$ cat src/logic/cbcs_map.svh
// Purpose: Offsets, fields, reset values and counts for the channel B clock and status block
// Assumes: Avalon-MM word addressing on a 32-bit bus; byte address = 4 * word index
// Notes: Offsets, fields, reset values and thresholds live here; divider limits and lane masks sit in the modules
// Contract
// - Transmit inputs: lane 0 only at 1:1, lanes 1 and 0 at 2:1.
// - Receive outputs: drive lane 0 only at 1:1, lanes 1 and 0 at 2:1.
// - During reset serial out, parallel outs and clock out hold zero.
// - Loss flag reads 0 with signal present, 1 when signal lost.
// - When enabled, loss sets below 75 mVpp, clears only above 150 mVpp.
// - Management can switch the loss pin to show other internal functions.
// - Loss pin low in reset, floating in pin or register power down.
// - Reference select pin low picks clock zero, high picks clock one; code ORs in control bit 1, so that bit high picks clock one with the pin low.
// - After reset the channel uses reference clock zero.
// - Clock out defaults enabled, carrying recovered clock, line rate over 20.
// - Clock out may carry oscillator clock divided by two instead.
// - Clock out offers divide ratios 1, 2, 4, 5, 8, 10, 16, 20, 25.
// - Clock out floats when both channels are powered down by pin or register; code keeps it driven when one is down by pin and the other by register.
// - This channel's recovered clock may be steered to the first clock pins.
// - Channel powers down while its power-down pin is low.
// - The first channel's recovered clock may be steered onto this channel's pins.
`ifndef CBCS_MAP_SVH
`define CBCS_MAP_SVH

`define CBCS_ADDR_W        4
`define CBCS_OFF_CTRL      4'h0
`define CBCS_OFF_CLK       4'h1
`define CBCS_OFF_STATUS    4'h2
`define CBCS_OFF_IRQ_STAT  4'h3
`define CBCS_OFF_IRQ_MASK  4'h4
`define CBCS_OFF_LEVEL     4'h5

// Control word fields
`define CBCS_CTRL_PD_BIT   15
`define CBCS_CTRL_REF_BIT  1
`define CBCS_CTRL_LOSEN    2
`define CBCS_CTRL_DPRST    3
`define CBCS_CTRL_OBS_LO   4
`define CBCS_CTRL_RATIO_LO 8
`define CBCS_CTRL_RESET    32'h0000_0004

// Clock word fields
`define CBCS_CLK_EN_BIT    0
`define CBCS_CLK_SRC_LO    1
`define CBCS_CLK_DIV_LO    4
`define CBCS_CLK_FIRST_BIT 8
`define CBCS_CLK_RESET     32'h0000_0001

// Status and interrupt bits
`define CBCS_IRQ_LOS_SET   0
`define CBCS_IRQ_LOS_CLR   1
`define CBCS_IRQ_PD_CHG    2
`define CBCS_IRQ_W         3

// Swing thresholds in mVpp
`define CBCS_LOS_ASSERT_MV   8'h4B
`define CBCS_LOS_DEASSERT_MV 8'h96

// Byte clock is line rate over this figure
`define CBCS_BYTE_DIV        20

`endif

$ cat src/logic/cbcs_pkg.sv
// Purpose: Types for the channel B clock and status block
// Assumes: Constants come from cbcs_map.svh
// Notes: Encodings of modes and sources
package cbcs_pkg;
  typedef enum logic [1:0] {CBCS_R11, CBCS_R21, CBCS_R41, CBCS_RRSV} cbcs_ratio_e;
  typedef enum logic [1:0] {CBCS_SRC_BYTE, CBCS_SRC_VCO2, CBCS_SRC_FIRST, CBCS_SRC_OFF} cbcs_src_e;
  typedef enum logic [1:0] {CBCS_OBS_LOS, CBCS_OBS_REF, CBCS_OBS_PD, CBCS_OBS_CLK} cbcs_obs_e;
  typedef enum logic [3:0] {CBCS_D1, CBCS_D2, CBCS_D4, CBCS_D5, CBCS_D8, CBCS_D10, CBCS_D16,
                            CBCS_D20, CBCS_D25} cbcs_div_e;
endpackage : cbcs_pkg

$ cat src/logic/cbcs_top.sv
// Purpose: Channel B pin-level control, loss flag, reference and clock-out selection
// Assumes: All pins synchronous to ref_clk; analog levels arrive as mVpp codes
// Notes: Avalon-MM slave, one wait state on every access
`timescale 1ns/1ps
`include "cbcs_map.svh"
module cbcs_top #(
  parameter int LANES = 4
) (
  input  wire logic              ref_clk,
  input  wire logic              resetn,
  // Avalon-MM slave
  input  wire logic [`CBCS_ADDR_W-1:0] avs_address,
  input  wire logic              avs_read,
  input  wire logic              avs_write,
  input  wire logic [31:0]       avs_writedata,
  input  wire logic [3:0]        avs_byteenable,
  output logic [31:0]            avs_readdata,
  output logic                   avs_waitrequest,
  output logic [1:0]             avs_response,
  // Datapath lanes
  input  wire logic [LANES-1:0]  slow_parallel_in_second,
  output logic [LANES-1:0]       lanes_to_serializer,
  input  wire logic [LANES-1:0]  lanes_from_deserializer,
  output logic [LANES-1:0]       slow_parallel_out_second,
  input  wire logic              serializer_bit,
  output logic                   fast_serial_tx_second,
  input  wire logic [7:0]        fast_serial_rx_second_mvpp,
  // Pins
  input  wire logic              power_down_pin_second_n,
  input  wire logic              power_down_pin_first_n,
  input  wire logic              pd_reg_first,
  input  wire logic              ref_select_pin_second,
  output logic                   ref_use_clock_one,
  output logic                   signal_loss_flag_second_o,
  output logic                   signal_loss_flag_second_oe,
  // Clock sources as one-cycle ticks
  input  wire logic              byte_tick_second,
  input  wire logic              byte_tick_first,
  input  wire logic              vco_tick,
  output logic                   clock_output_second_o,
  output logic                   clock_output_second_oe,
  output logic                   byte_clock_to_first,
  output logic                   datapath_reset,
  output logic                   irq
);
  typedef struct packed {
    logic [31:0]                 ctrl;
    logic [31:0]                 clk;
    logic [`CBCS_IRQ_W-1:0]      ists;
    logic [`CBCS_IRQ_W-1:0]      imask;
    logic                        los;
    logic                        pd_seen;
    logic                        ack;
    logic [31:0]                 rdata;
    logic [1:0]                  resp;
    logic [LANES-1:0]            tx_lanes;
    logic [LANES-1:0]            rx_lanes;
    logic                        ser;
    logic                        ref_one;
    logic                        los_o;
    logic                        los_oe;
    logic                        ck_o;
    logic                        ck_oe;
    logic                        to_first;
    logic                        dprst;
    logic                        irq;
  } cbcs_st_s;

  cbcs_st_s st_r;
  cbcs_st_s st_nxt;

  cbcs_pkg::cbcs_ratio_e ratio;
  cbcs_pkg::cbcs_src_e   src;
  cbcs_pkg::cbcs_obs_e   obs;
  cbcs_pkg::cbcs_div_e   div_sel;
  logic                  pd_chan;
  logic                  pd_both;
  logic                  div_tick;
  logic                  div_clk;
  logic [LANES-1:0]      lane_mask;
  logic                  obs_bit;
  logic                  req;
  logic [31:0]           wmask;
  logic [`CBCS_IRQ_W-1:0] ev;

  assign ratio   = cbcs_pkg::cbcs_ratio_e'(st_r.ctrl[`CBCS_CTRL_RATIO_LO +: 2]);
  assign obs     = cbcs_pkg::cbcs_obs_e'(st_r.ctrl[`CBCS_CTRL_OBS_LO +: 2]);
  assign src     = cbcs_pkg::cbcs_src_e'(st_r.clk[`CBCS_CLK_SRC_LO +: 2]);
  assign div_sel = cbcs_pkg::cbcs_div_e'(st_r.clk[`CBCS_CLK_DIV_LO +: 4]);
  assign pd_chan = !power_down_pin_second_n || st_r.ctrl[`CBCS_CTRL_PD_BIT];
  assign pd_both = (!power_down_pin_second_n && !power_down_pin_first_n)
                || (st_r.ctrl[`CBCS_CTRL_PD_BIT] && pd_reg_first);
  assign req     = (avs_read || avs_write) && !st_r.ack;

  // Source for clock out; first channel clock may be steered here
  always_comb begin
    case (src)
      cbcs_pkg::CBCS_SRC_BYTE:  div_tick = byte_tick_second;
      cbcs_pkg::CBCS_SRC_VCO2:  div_tick = vco_tick;
      cbcs_pkg::CBCS_SRC_FIRST: div_tick = byte_tick_first;
      default:                  div_tick = 1'b0;
    endcase
  end

  cbcs_clkdiv u_div (
    .ref_clk (ref_clk),
    .resetn  (resetn),
    .tick    (div_tick),
    .ratio   (div_sel),
    .clk_div (div_clk)
  );

  // Lanes in use per ratio
  always_comb begin
    case (ratio)
      cbcs_pkg::CBCS_R11: lane_mask = LANES'(4'h1);
      cbcs_pkg::CBCS_R21: lane_mask = LANES'(4'h3);
      default:            lane_mask = {LANES{1'b1}};
    endcase
  end

  // Observation mux for the loss pin
  always_comb begin
    case (obs)
      cbcs_pkg::CBCS_OBS_LOS: obs_bit = st_r.los;
      cbcs_pkg::CBCS_OBS_REF: obs_bit = st_r.ref_one;
      cbcs_pkg::CBCS_OBS_PD:  obs_bit = pd_chan;
      cbcs_pkg::CBCS_OBS_CLK: obs_bit = div_clk;
      default:                obs_bit = st_r.los;
    endcase
  end

  always_comb begin
    for (int i = 0; i < 4; i++) begin
      wmask[8*i +: 8] = {8{avs_byteenable[i]}};
    end
  end

  always_comb begin
    st_nxt = st_r;
    ev     = '0;
    // Loss detector with hysteresis
    if (!st_r.ctrl[`CBCS_CTRL_LOSEN]) begin
      st_nxt.los = 1'b0;
    end else if (!st_r.los && fast_serial_rx_second_mvpp < `CBCS_LOS_ASSERT_MV) begin
      st_nxt.los = 1'b1;
      ev[`CBCS_IRQ_LOS_SET] = 1'b1;
    end else if (st_r.los && fast_serial_rx_second_mvpp > `CBCS_LOS_DEASSERT_MV) begin
      st_nxt.los = 1'b0;
      ev[`CBCS_IRQ_LOS_CLR] = 1'b1;
    end
    st_nxt.pd_seen = pd_chan;
    ev[`CBCS_IRQ_PD_CHG] = pd_chan != st_r.pd_seen;

    // Bus slave, one wait cycle then acknowledge
    st_nxt.ack   = req;
    st_nxt.resp  = 2'h0;
    st_nxt.dprst = 1'b0;
    st_nxt.ists  = st_r.ists;
    if (req && avs_write) begin
      case (avs_address)
        `CBCS_OFF_CTRL: begin
          st_nxt.ctrl  = (st_r.ctrl & ~wmask) | (avs_writedata & wmask);
          st_nxt.dprst = avs_writedata[`CBCS_CTRL_DPRST] && avs_byteenable[0];
          st_nxt.ctrl[`CBCS_CTRL_DPRST] = 1'b0;
        end
        `CBCS_OFF_CLK:      st_nxt.clk = (st_r.clk & ~wmask) | (avs_writedata & wmask);
        `CBCS_OFF_IRQ_STAT: st_nxt.ists = st_r.ists
                                        & ~(avs_writedata[`CBCS_IRQ_W-1:0]
                                            & wmask[`CBCS_IRQ_W-1:0]);
        `CBCS_OFF_IRQ_MASK: st_nxt.imask = (st_r.imask & ~wmask[`CBCS_IRQ_W-1:0])
                                         | (avs_writedata[`CBCS_IRQ_W-1:0]
                                            & wmask[`CBCS_IRQ_W-1:0]);
        `CBCS_OFF_STATUS:   st_nxt.resp = 2'h0;
        `CBCS_OFF_LEVEL:    st_nxt.resp = 2'h0;
        default:            st_nxt.resp = 2'h2;
      endcase
    end
    // Set beats clear on the same cycle
    st_nxt.ists = st_nxt.ists | ev;
    if (req && avs_read) begin
      case (avs_address)
        `CBCS_OFF_CTRL:      st_nxt.rdata = st_r.ctrl;
        `CBCS_OFF_CLK:       st_nxt.rdata = st_r.clk;
        `CBCS_OFF_STATUS:    st_nxt.rdata = {28'h0000000, pd_both, pd_chan, st_r.ref_one,
                                             st_r.los};
        `CBCS_OFF_IRQ_STAT:  st_nxt.rdata = {29'h00000000, st_r.ists};
        `CBCS_OFF_IRQ_MASK:  st_nxt.rdata = {29'h00000000, st_r.imask};
        `CBCS_OFF_LEVEL:     st_nxt.rdata = {24'h000000, fast_serial_rx_second_mvpp};
        default: begin
          st_nxt.rdata = 32'h00000000;
          st_nxt.resp  = 2'h2;
        end
      endcase
    end
    st_nxt.irq = |(st_nxt.ists & st_nxt.imask);

    // Reference select: pin ORed with software bit, pin tied low for software use
    st_nxt.ref_one = ref_select_pin_second || st_r.ctrl[`CBCS_CTRL_REF_BIT];

    // Lane gating and serial output, zeroed while powered down
    st_nxt.tx_lanes = pd_chan ? '0 : (slow_parallel_in_second & lane_mask);
    st_nxt.rx_lanes = pd_chan ? '0 : (lanes_from_deserializer & lane_mask);
    st_nxt.ser      = pd_chan ? 1'b0 : serializer_bit;

    // Loss pin floats in power down
    st_nxt.los_oe = !pd_chan;
    st_nxt.los_o  = pd_chan ? 1'b0 : obs_bit;

    // Clock out and steering to the first channel pins
    st_nxt.ck_oe    = !pd_both && st_r.clk[`CBCS_CLK_EN_BIT];
    st_nxt.ck_o     = st_nxt.ck_oe ? div_clk : 1'b0;
    st_nxt.to_first = st_r.clk[`CBCS_CLK_FIRST_BIT] && !pd_chan && byte_tick_second;
  end

  // Reset puts zeros on every driven pin except avs_waitrequest, which is high, and loss pin low
  always_ff @(posedge ref_clk or negedge resetn) begin
    if (!resetn) begin
      st_r        <= '0;
      st_r.ctrl   <= `CBCS_CTRL_RESET;
      st_r.clk    <= `CBCS_CLK_RESET;
      st_r.los_oe <= 1'b1;
    end else begin
      st_r <= st_nxt;
    end
  end

  assign avs_readdata               = st_r.rdata;
  assign avs_waitrequest            = !st_r.ack;
  assign avs_response               = st_r.resp;
  assign lanes_to_serializer        = st_r.tx_lanes;
  assign slow_parallel_out_second   = st_r.rx_lanes;
  assign fast_serial_tx_second      = st_r.ser;
  assign ref_use_clock_one          = st_r.ref_one;
  assign signal_loss_flag_second_o  = st_r.los_o;
  assign signal_loss_flag_second_oe = st_r.los_oe;
  assign clock_output_second_o      = st_r.ck_o;
  assign clock_output_second_oe     = st_r.ck_oe;
  assign byte_clock_to_first        = st_r.to_first;
  assign datapath_reset             = st_r.dprst;
  assign irq                        = st_r.irq;
endmodule : cbcs_top

$ cat src/logic/cbcs_clkdiv.sv
// Purpose: Selectable clock-out divider as a toggling enable chain
// Assumes: Source ticks arrive as one-cycle pulses on ref_clk
// Notes: Output toggles every ratio source ticks; odd ratios give even duty as well
`timescale 1ns/1ps
`include "cbcs_map.svh"
module cbcs_clkdiv (
  input  wire logic              ref_clk,
  input  wire logic              resetn,
  input  wire logic              tick,
  input  wire cbcs_pkg::cbcs_div_e ratio,
  output logic                   clk_div
);
  typedef struct packed {
    logic [4:0] cnt;
    logic       out;
  } cbcs_dv_s;
  cbcs_dv_s st_r;
  cbcs_dv_s st_nxt;
  logic [4:0] lim;

  always_comb begin
    case (ratio)
      cbcs_pkg::CBCS_D1:  lim = 5'h01;
      cbcs_pkg::CBCS_D2:  lim = 5'h02;
      cbcs_pkg::CBCS_D4:  lim = 5'h04;
      cbcs_pkg::CBCS_D5:  lim = 5'h05;
      cbcs_pkg::CBCS_D8:  lim = 5'h08;
      cbcs_pkg::CBCS_D10: lim = 5'h0A;
      cbcs_pkg::CBCS_D16: lim = 5'h10;
      cbcs_pkg::CBCS_D20: lim = 5'h14;
      cbcs_pkg::CBCS_D25: lim = 5'h19;
      default:            lim = 5'h01;
    endcase
  end

  always_comb begin
    st_nxt = st_r;
    if (tick) begin
      if (st_r.cnt + 5'h01 >= lim) begin
        st_nxt.cnt = 5'h00;
        st_nxt.out = ~st_r.out;
      end else begin
        st_nxt.cnt = st_r.cnt + 5'h01;
      end
    end
  end

  always_ff @(posedge ref_clk or negedge resetn) begin
    if (!resetn) begin
      st_r <= '0;
    end else begin
      st_r <= st_nxt;
    end
  end

  assign clk_div = st_r.out;
endmodule : cbcs_clkdiv

$ cat config.mk
export PLATFORM = sky130hd
export DESIGN_NAME = cbcs_top
export DESIGN_NICKNAME = d
export VERILOG_FILES = /design/src/logic/cbcs_pkg.sv /design/src/logic/cbcs_top.sv /design/src/logic/cbcs_clkdiv.sv
export VERILOG_INCLUDE_DIRS = /design/src /design/src/logic
export SDC_FILE = /design/constraint.sdc
export NUM_CORES = 1
export LEC_CHECK = 0
export ABC_AREA = 0
export BUFFER_PORTS_ARGS = -buffer_cell sky130_fd_sc_hd__buf_2
export CAP_MARGIN = 20
export CORE_ASPECT_RATIO = 1.75
export CORE_MARGIN = 3
export CORE_UTILIZATION = 55
export CTS_CLUSTER_SIZE = 14
export DETAILED_ROUTE_END_ITERATION = 7
export HOLD_SLACK_MARGIN = 0.02
export PLACE_DENSITY = 0.79
export SLEW_MARGIN = 20
export SYNTH_ARGS = -nofsm -noshare
export SYNTH_HDL_FRONTEND = slang
export SYNTH_SLANG_ARGS = --single-unit
$ cat constraint.sdc
create_clock -name ref_clk -period 3.39 [get_ports ref_clk]
set_input_delay 0 -clock ref_clk [delete_from_list [all_inputs] [get_ports ref_clk]]
set_output_delay 0 -clock ref_clk [all_outputs]
set_load 0.005 [all_outputs]
-- Word-level counts from Yosys, hierarchy flattened
Memory sizes are Yosys's and may differ from the RTL's.
Index checks and enable logic that the tools add are counted.
- add/sub/neg operators: 1
- $mul: 0
- divide/modulo/power cells: 0
- order comparisons: 3
- equal/unequal tests: 13
- shift operators: 0
- muxes and demuxes: 26
- bitwise operators: 17
- reduce and logical (&&, ||, !) cells: 30
- operators with widths (operator ; count):
    $pmux 32 s6 ; 1
    $and 32x32->32 ; 3
    $or 32x32->32 ; 2
    $not 32->32 ; 1
    $and 3x3->3 ; 4
    $logic_and 1x1->1 ; 11
    $mux 1 ; 11
    $mux 2 ; 5
    $and 4x4->4 ; 2
    $eq 4x2->1 const B ; 2
    $eq 4x3->1 const B ; 2
    $gt 8x8->1 const B ; 1
    $lt 8x7->1 const B ; 1
    $mux 4 ; 2
    $pmux 4 s2 ; 1
    $eq 2x1->1 const B ; 3
    $eq 2x2->1 const B ; 3
    $logic_not 1->1 ; 6
    $logic_not 2->1 ; 3
    $mux 3 ; 2
    $mux 6 ; 1
    $not 3->3 ; 2
    $or 3x3->3 ; 2
    $reduce_and 2->1 ; 3
    13 further kinds ; 16
- bits in registers: 129
- bits in latches: 0
- RAM bits: 0
- memory bits (read-only): 80
- input bits: 68
- output and inout port bits: 52
- memories: 1
- memories (memory ; depth ; width ; read ports ; clocked after memory_dff ; wr ports ; line ; RTL):
    (no name shown) ; 16 ; 5 ; 1 ; 0 ; 0 ; cbcs_clkdiv.sv:22 ; case (ratio)

-- Longest topological paths before layout
Gate-level depths: netlist of run 1.
- word-level depth: 8
- gate-level depth with buffers: 10
- gate-level depth less buffers: 10

-- Modules after synthesis
A second synthesis of run 1 with hierarchy kept.
- cell total of the unflattened synthesis: 510
- area, all modules: 6005.8 µm²
- modules (own cells, without submodules) (module ; times used ; cells an instance ; area each (µm²) ; sequential area each (µm²)):
    cbcs_top ; 1 ; 447 ; 5445.2 ; 3056.7
    cbcs_clkdiv ; 1 ; 63 ; 560.5 ; 150.1

-- Worst setup path after synthesis of run 1
Ideal clock, no wire load.
- path kind: reg2reg
- start: register u_div.st_r[1] in the netlist's numbering
- end: register u_div.st_r[3] in the netlist's numbering
- arrival time: 1.880 ns
- path slack: 1.446 ns
- stages on the path, launching flop included: 9
- path buffers: 0
- clock period less this slack: 1.944 ns
- cells stage by stage: dfrtp_1 > ha_1 > xor2_1 > ha_1 > a21o_1 > a31oi_1 > o21ai_1 > nor4_1 > a21o_1
- word-level cells in the longest chain between the ends: 3
- RTL lines (what ; line ; RTL):
    start: declaration ; cbcs_clkdiv.sv:17 ; cbcs_dv_s st_r;
    start signal: assignment ; cbcs_clkdiv.sv:52 ; st_r <= st_nxt;
    $add 5x1->5 * ; cbcs_clkdiv.sv:39, cbcs_clkdiv.sv:43 ;
    $ge 5x5->1 ; cbcs_clkdiv.sv:39 ; if (st_r.cnt + 5'h01 >= lim) begin
    $mux 5 * ; cbcs_clkdiv.sv:39 ;
Every way passes the cells marked *; elsewhere a longest branch is shown, timed or not.
A chain may end at the register's enable or synchronous reset.

==> impl_metrics.env, run 1 <==
export IMPL_critPathMaxFanout=7
export IMPL_min_period_over_period=0.6464
export IMPL_holdWs_ps=61.08
export IMPL_ys_seq_area_frac=0.5498
export IMPL_hold_class="primary input to register"
export IMPL_antenna_left=0
export IMPL_antenna_found_initial=0
export IMPL_setup_worst_path_end_class="register"
export IMPL_synthTopCellsByArea="dfrtp_1 (54%), mux2_2 (12%), buf_4 (5.8%)"
export IMPL_routed_wl_microns=14990
export IMPL_drive_gt1_frac=0.3549
export IMPL_tns_ps=0
export IMPL_synth_edf_count=0
export IMPL_insertion_delay_ps=410
export IMPL_die_w_microns=83.85
export IMPL_n_fill_cell=708
export IMPL_grtUsageMet2=0.4796
export IMPL_antennaDiodeCount=0
export IMPL_rows=49
export IMPL_rsz0062_at_grt="false"
export IMPL_drcViolationCount=0
export IMPL_worst_pin_slew_ps=955.6
export IMPL_synth_lib_cells_used_distinct=46
export IMPL_period_needed_ps=2191
export IMPL_vias=4371
export IMPL_netlist_area_sq_um=5833
export IMPL_report_final_slew_viol_count=0
export IMPL_areaGrowthSynthToFinish_pct=27.67
export IMPL_powerDensity_nw_per_um2=617.1
export IMPL_yosys_warnings=0
export IMPL_start_kind="register"
export IMPL_die_area_sq_um=11930
export IMPL_leakagePower_nw=3.683
export IMPL_cts_max_level=4
export IMPL_core_area_sq_um=10300
export IMPL_cts_buffers=17
export IMPL_fmax_mhz=456.3
export IMPL_slew_headroom=0.3599
export IMPL_cts_root_buf="clkbuf_16"
export IMPL_routed_via_density=5.640
export IMPL_busiest_layer="met2"
export IMPL_critPathArrivalTime_ps=2550
export IMPL_wl_per_cell_microns=19.34
export IMPL_yosysTopAreaCell="dfrtp_1"
export IMPL_cap_violations=0
export IMPL_skew_ps=8.700
export IMPL_syn_inst=505
export IMPL_hold_viol_final=0
export IMPL_portBuffers=118
export IMPL_crit_type="register to register"
export IMPL_status="complete, no violations"
export IMPL_post_dp_hpwl_microns=9699
export IMPL_ios=120
export IMPL_tritoncts="yes"
export IMPL_grt_ovfl_total=0
export IMPL_initial_core_util=0.5663
export IMPL_worst_ep_required_time_ps=3740
export IMPL_die_h_microns=142.2
export IMPL_synthArstFlopShare=1.000
export IMPL_synth_nets=582
export IMPL_ys_seq_elements=128
export IMPL_ir_drop_mv=0.4801
export IMPL_met1_usage=0.2903
export IMPL_cts_sink_count=128
export IMPL_clkTransAtPathRegs_ps=60
export IMPL_grt_pass1_vias=4755
export IMPL_setup_viol=0
export IMPL_syn_avg_cell_area_sq_um=11.55
export IMPL_grt_use_total=0.2624
export IMPL_place_gp_congestion=0.9286
export IMPL_synth_top_flop_cell="dfrtp_1"
export IMPL_drt_iter0_drc=263
export IMPL_synth_top_area_share=0.5363
export IMPL_use_met3=0.06199
export IMPL_grt_max_degree=77
export IMPL_cts_buffer_depth=2
export IMPL_grt_pass1_wl_microns=24210
export IMPL_nets=712
export IMPL_cts_setup_buffers=0
export IMPL_dr_pass1_iters=7
## cells by family after synthesis
kind of cell / count (synthesis) / share of synthesized area
other: 1 / 0.0006429
AND/OR/NAND/NOR: 113 / 0.09803
adder cells (fa/ha/maj): 9 / 0.01931
buffers and inverters: 79 / 0.08258
AO/OA/AOI/OAI: 102 / 0.1111
multiplexers: 68 / 0.1311
XOR/XNOR: 5 / 0.007507
flip-flops: 128 / 0.5498
## final cells by class
| cell class | instances | area [sq um] | area share |
|---|---|---|---|
| well taps | 127 | 158.9 | 0.02134 |
| repair buffers | 180 | 1204 | 0.1616 |
| flip-flops and latches | 128 | 3207 | 0.4306 |
| inverters | 10 | 37.54 | 0.005040 |
| multi-input cells | 298 | 2165 | 0.2907 |
| clock buffers | 19 | 442.9 | 0.05948 |
| clock inverters | 13 | 232.7 | 0.03125 |
## through the flow
step           instance area, sq um  cells  setup slack (ps)  utilization  power (mW)
2_1_floorplan                  5833    505              1446            -       2.254
3_3_place_gp                   6195    687              1296       0.6014       2.436
3_5_place_dp                   6216    688              1213       0.6035       2.477
4_1_cts                        7442    775              1204       0.7225       4.600
5_1_grt                        7447    775             973.5       0.7230       4.778
6_report                       7447    775              1199       0.7230       4.595
## synth_stat cells (2+ instances only)
cell,n
a31oi_1,6
buf_4,45
nor3_1,3
nand3_1,4
nor2_1,10
o21ai_0,46
ha_1,9
nand2_1,55
and2_1,8
dfrtp_1,125
o31ai_1,2
inv_1,10
nor2b_1,2
and3_1,16
a222oi_1,4
mux2i_1,4
clkbuf_1,11
dfstp_2,3
a22oi_1,25
a21o_1,4
nand2b_1,6
a221oi_1,3
a21oi_1,4
xnor2_1,4
mux2_2,63
buf_2,12
or2_2,2
## layer usage
layer,up-vias,part of all wire
li1,1996,-
met1,2185,0.37
met2,154,0.55
met3,36,0.050
met4,0,0.029
met5,-,0
## path summary, 6_finish.rpt
check,from,slack (ps),endpoint,cells past startpoint
worst max-delay path,register,1200,u_div.st_r[3],9
min in group asynchronous,resetn,280,async pin,2
max in group asynchronous,resetn,2190,st_r[56],3
worst min-delay path,fast_serial_rx_second_mvpp[3],60,avs_readdata[3],3
worst max register to register,register,1200,u_div.st_r[3],9
worst min register to register,avs_readdata[11],480,avs_readdata[11],2
## what timing repair did
| action | 4_1_cts | 5_1_grt |
|---|---|---|
| gates resized for setup | 0 | 0 |
| endpoints found under the hold margin | 162 | 0 |
| setup endpoints to repair | 0 | 0 |
| hold buffers | 55 | 0 |
## power by group
group / switching, mW / internal [mW]
combinational: 0.320 / 0.326
sequential: 0.144 / 1.73
clock: 0.676 / 1.40
## critical path, stage by stage, from the launching register on
cell and delay, ps:
dfrtp_1 410, inv_1 150, ha_1 240, o21ai_0 170
ha_1 250, nand2b_1 140, a31oi_1 160, o21ai_1 200
nor4_1 300, a21o_1 120
## cell usage in the layout (no fill, tap or decap), drive strengths merged, types with 2 or more instances in the layout
| cell type | n |
|---|---|
| mux2i | 4 |
| nand2 | 55 |
| nor3 | 3 |
| nand3 | 4 |
| buf | 125 |
| dlygate4sd3 | 55 |
| nor2b | 2 |
| clkbuf | 19 |
| a31oi | 6 |
| xnor2 | 4 |
| ha | 9 |
| nor4 | 2 |
| a222oi | 4 |
| a21o | 4 |
| mux2 | 64 |
| bufinv | 6 |
| or2 | 2 |
| and2 | 8 |
| o31ai | 2 |
| clkinv | 5 |
| nand2b | 6 |
| and3 | 16 |
| a22oi | 25 |
| a21oi | 4 |
| a221oi | 3 |
| dfstp | 3 |
| dfrtp | 125 |
| inv | 11 |
| o21ai | 47 |
| nor2 | 10 |
(Power assumes the default switching activity.)
==> run 2, diff against run 1 <==
==> constraint.sdc (replaced) <==
create_clock -name ref_clk -period 2.2 [get_ports ref_clk]
set_input_delay 0 -clock ref_clk [delete_from_list [all_inputs] [get_ports ref_clk]]
set_output_delay 0 -clock ref_clk [all_outputs]
set_load 0.005 [all_outputs]
==> run 2 against run 1 <==
Sequential power rose by 54%. Via count increased by 2.3%. Cell area grew 1.1%. Clock-buffer cell count unchanged. Sequential share of layout area shrank 0.45 points. Die area unchanged. Sequential cell count unchanged. Cell count grew 1.4%. Worst setup slack worse by 1100 ps. Critical path type unchanged. Critical endpoint unchanged. Largest cell class unchanged. Largest power group unchanged.
==> impl_metrics.env, run 2 (synthesis gave the netlist of run 1 again) <==
export IMPL_power_frac_comb=0.149
export IMPL_antennaDiodeCount=0
export IMPL_critPathMaxFanout=7
export IMPL_worst_ep_required_time_ps=2550
export IMPL_grt_pass1_vias=4848
export IMPL_p_sw_mw=1.767
export IMPL_drive_gt1_frac=0.3672
export IMPL_reg2reg_to="u_div.st_r[3]"
export IMPL_die_w_microns=83.85
export IMPL_dr_pass1_iters=5
export IMPL_rows=49
export IMPL_grt_use_total=0.2615
export IMPL_tns_ps=0
export IMPL_drcViolationCount=0
export IMPL_antenna_left=0
export IMPL_vias=4471
export IMPL_core_area_sq_um=10300
export IMPL_p_clk_frac=0.442
export IMPL_use_met3=0.06315
export IMPL_period_needed_ps=2100
export IMPL_reg2reg_from="u_div.st_r[1]"
export IMPL_setup_worst_path_end_class="register"
export IMPL_cts_root_buf="clkbuf_16"
export IMPL_min_period_over_period=0.9545
export IMPL_fin_cells=786
export IMPL_grt_pass1_wl_microns=24400
export IMPL_cts_buffers=17
export IMPL_place_gp_congestion=0.9334
export IMPL_placed_area_sq_um=6267
export IMPL_report_final_slew_viol_count=0
export IMPL_critPathArrivalTime_ps=2450
export IMPL_routed_via_density=5.688
export IMPL_final_area_sq_um=7528
export IMPL_cts_max_level=4
export IMPL_ir_drop_mv=0.8235
export IMPL_drt_iter0_drc=305
export IMPL_cts_sink_count=128
export IMPL_die_h_microns=142.2
export IMPL_antenna_found_initial=0
export IMPL_ios=120
export IMPL_worst_pin_slew_ps=688.5
export IMPL_leakagePower_nw=3.722
export IMPL_power_frac_seq=0.409
export IMPL_post_dp_hpwl_microns=9943
export IMPL_crit_type="register to register"
export IMPL_holdWs_ps=35.89
export IMPL_p_int_mw=5.269
export IMPL_layout_common_cells="dfrtp_1 (124), buf_2 (117), mux2_2 (63), dlygate4sd3_1 (57), nand2_1 (55)"
export IMPL_status="complete, no violations"
export IMPL_fmax_mhz=476.2
export IMPL_busiest_layer="met2"
export IMPL_hold_viol_final=0
export IMPL_grt_ovfl_total=0
export IMPL_switching_share=0.2511
export IMPL_die_area_sq_um=11930
export IMPL_insertion_delay_ps=410
export IMPL_layout_commonest_cell="dfrtp_1"
export IMPL_start_kind="register"
export IMPL_clkTransAtPathRegs_ps=50
export IMPL_placedCellCount=695
export IMPL_routed_wl_microns=15030
export IMPL_portBuffers=118
export IMPL_cts_buffer_depth=2
export IMPL_nets=723
export IMPL_met1_usage=0.2924
export IMPL_slew_headroom=0.5376
export IMPL_hold_class="primary input to async pin"
export IMPL_wl_per_cell_microns=19.12
export IMPL_r2r_slack_ps=100
export IMPL_powerDensity_nw_per_um2=934.5
export IMPL_skew_ps=5.949
export IMPL_grtUsageMet2=0.4662
export IMPL_initial_core_util=0.5663
export IMPL_tritoncts="yes"
export IMPL_areaGrowthSynthToFinish_pct=29.06
export IMPL_setup_viol=0
export IMPL_rr_worst_depth=8
export IMPL_cap_violations=0
export IMPL_grt_max_degree=76
run 2: changes by cell type in the layout (fill, tap and decap cells not counted), sizes merged:
cell	change
bufinv	-1
inv	-1
dlygate4sd3	+2
buf	+9
clkinvlp	+4
clkinv	-2
run 2: repair_timing:
| action | in CTS | in global routing |
|---|---|---|
| gates resized for setup | 0 | 5 |
| hold endpoints to repair | 218 | 0 |
| buffers inserted | 0 | 2 |
| hold buffers | 57 | 0 |
| setup endpoints to repair | 0 | 6 |
run 2: worst max path at each step:
stage | to | start | cells past startpoint
2_1_floorplan | u_div.st_r[3] | u_div.st_r[1] | 8
3_3_place_gp | u_div.st_r[3] | register | 9
3_5_place_dp | u_div.st_r[3] | register | 9
4_1_cts | u_div.st_r[3] | register | 9
5_1_grt | u_div.st_r[3] | register | 9
6_report | u_div.st_r[3] | u_div.st_r[1] | 8
run 2: area by class of cell:
type | count | area [sq um]
clock buffers | 19 | 452.9
clock inverters | 13 | 210.2
fillers | 700 | 2771
inverters | 10 | 37.54
multi-input cells | 298 | 2165
flip-flops and latches | 128 | 3208
well taps | 127 | 158.9
repair buffers | 191 | 1296
run 2: power groups by stage:
stage	Combinational (mW)	Sequential [mW]	Clock [mW]
3_3_place_gp	0.879	2.88	0
3_5_place_dp	0.922	2.90	0
2_1_floorplan	0.629	2.84	0
4_1_cts	1.01	2.87	3.14
5_1_grt	1.16	2.92	3.24
6_report	1.05	2.88	3.11
run 2: metal layers:
layer,part of all wire,vias up
li1,-,2018
met1,0.36,2235
met2,0.55,180
met3,0.058,38
met4,0.034,0
met5,0,-
run 2: critical path: stages, from the launching register on:
cell     delay, ps
dfrtp_1        420
ha_1           270
xor2_1         160
ha_1           320
a21o_1         180
a31oi_1        180
o21ai_2        130
nor4_1         280
a21o_1         110
run 2: per-stage QoR:
step	worst slack [ps]	power (mW)	util
detailed placement	49.72	3.826	0.6085
floorplan	256.3	3.473	-
finish	100.0	7.036	0.7309
CTS	35.23	7.015	0.7283
global route	-20.38	7.325	0.7309
global placement	102.9	3.760	0.6085
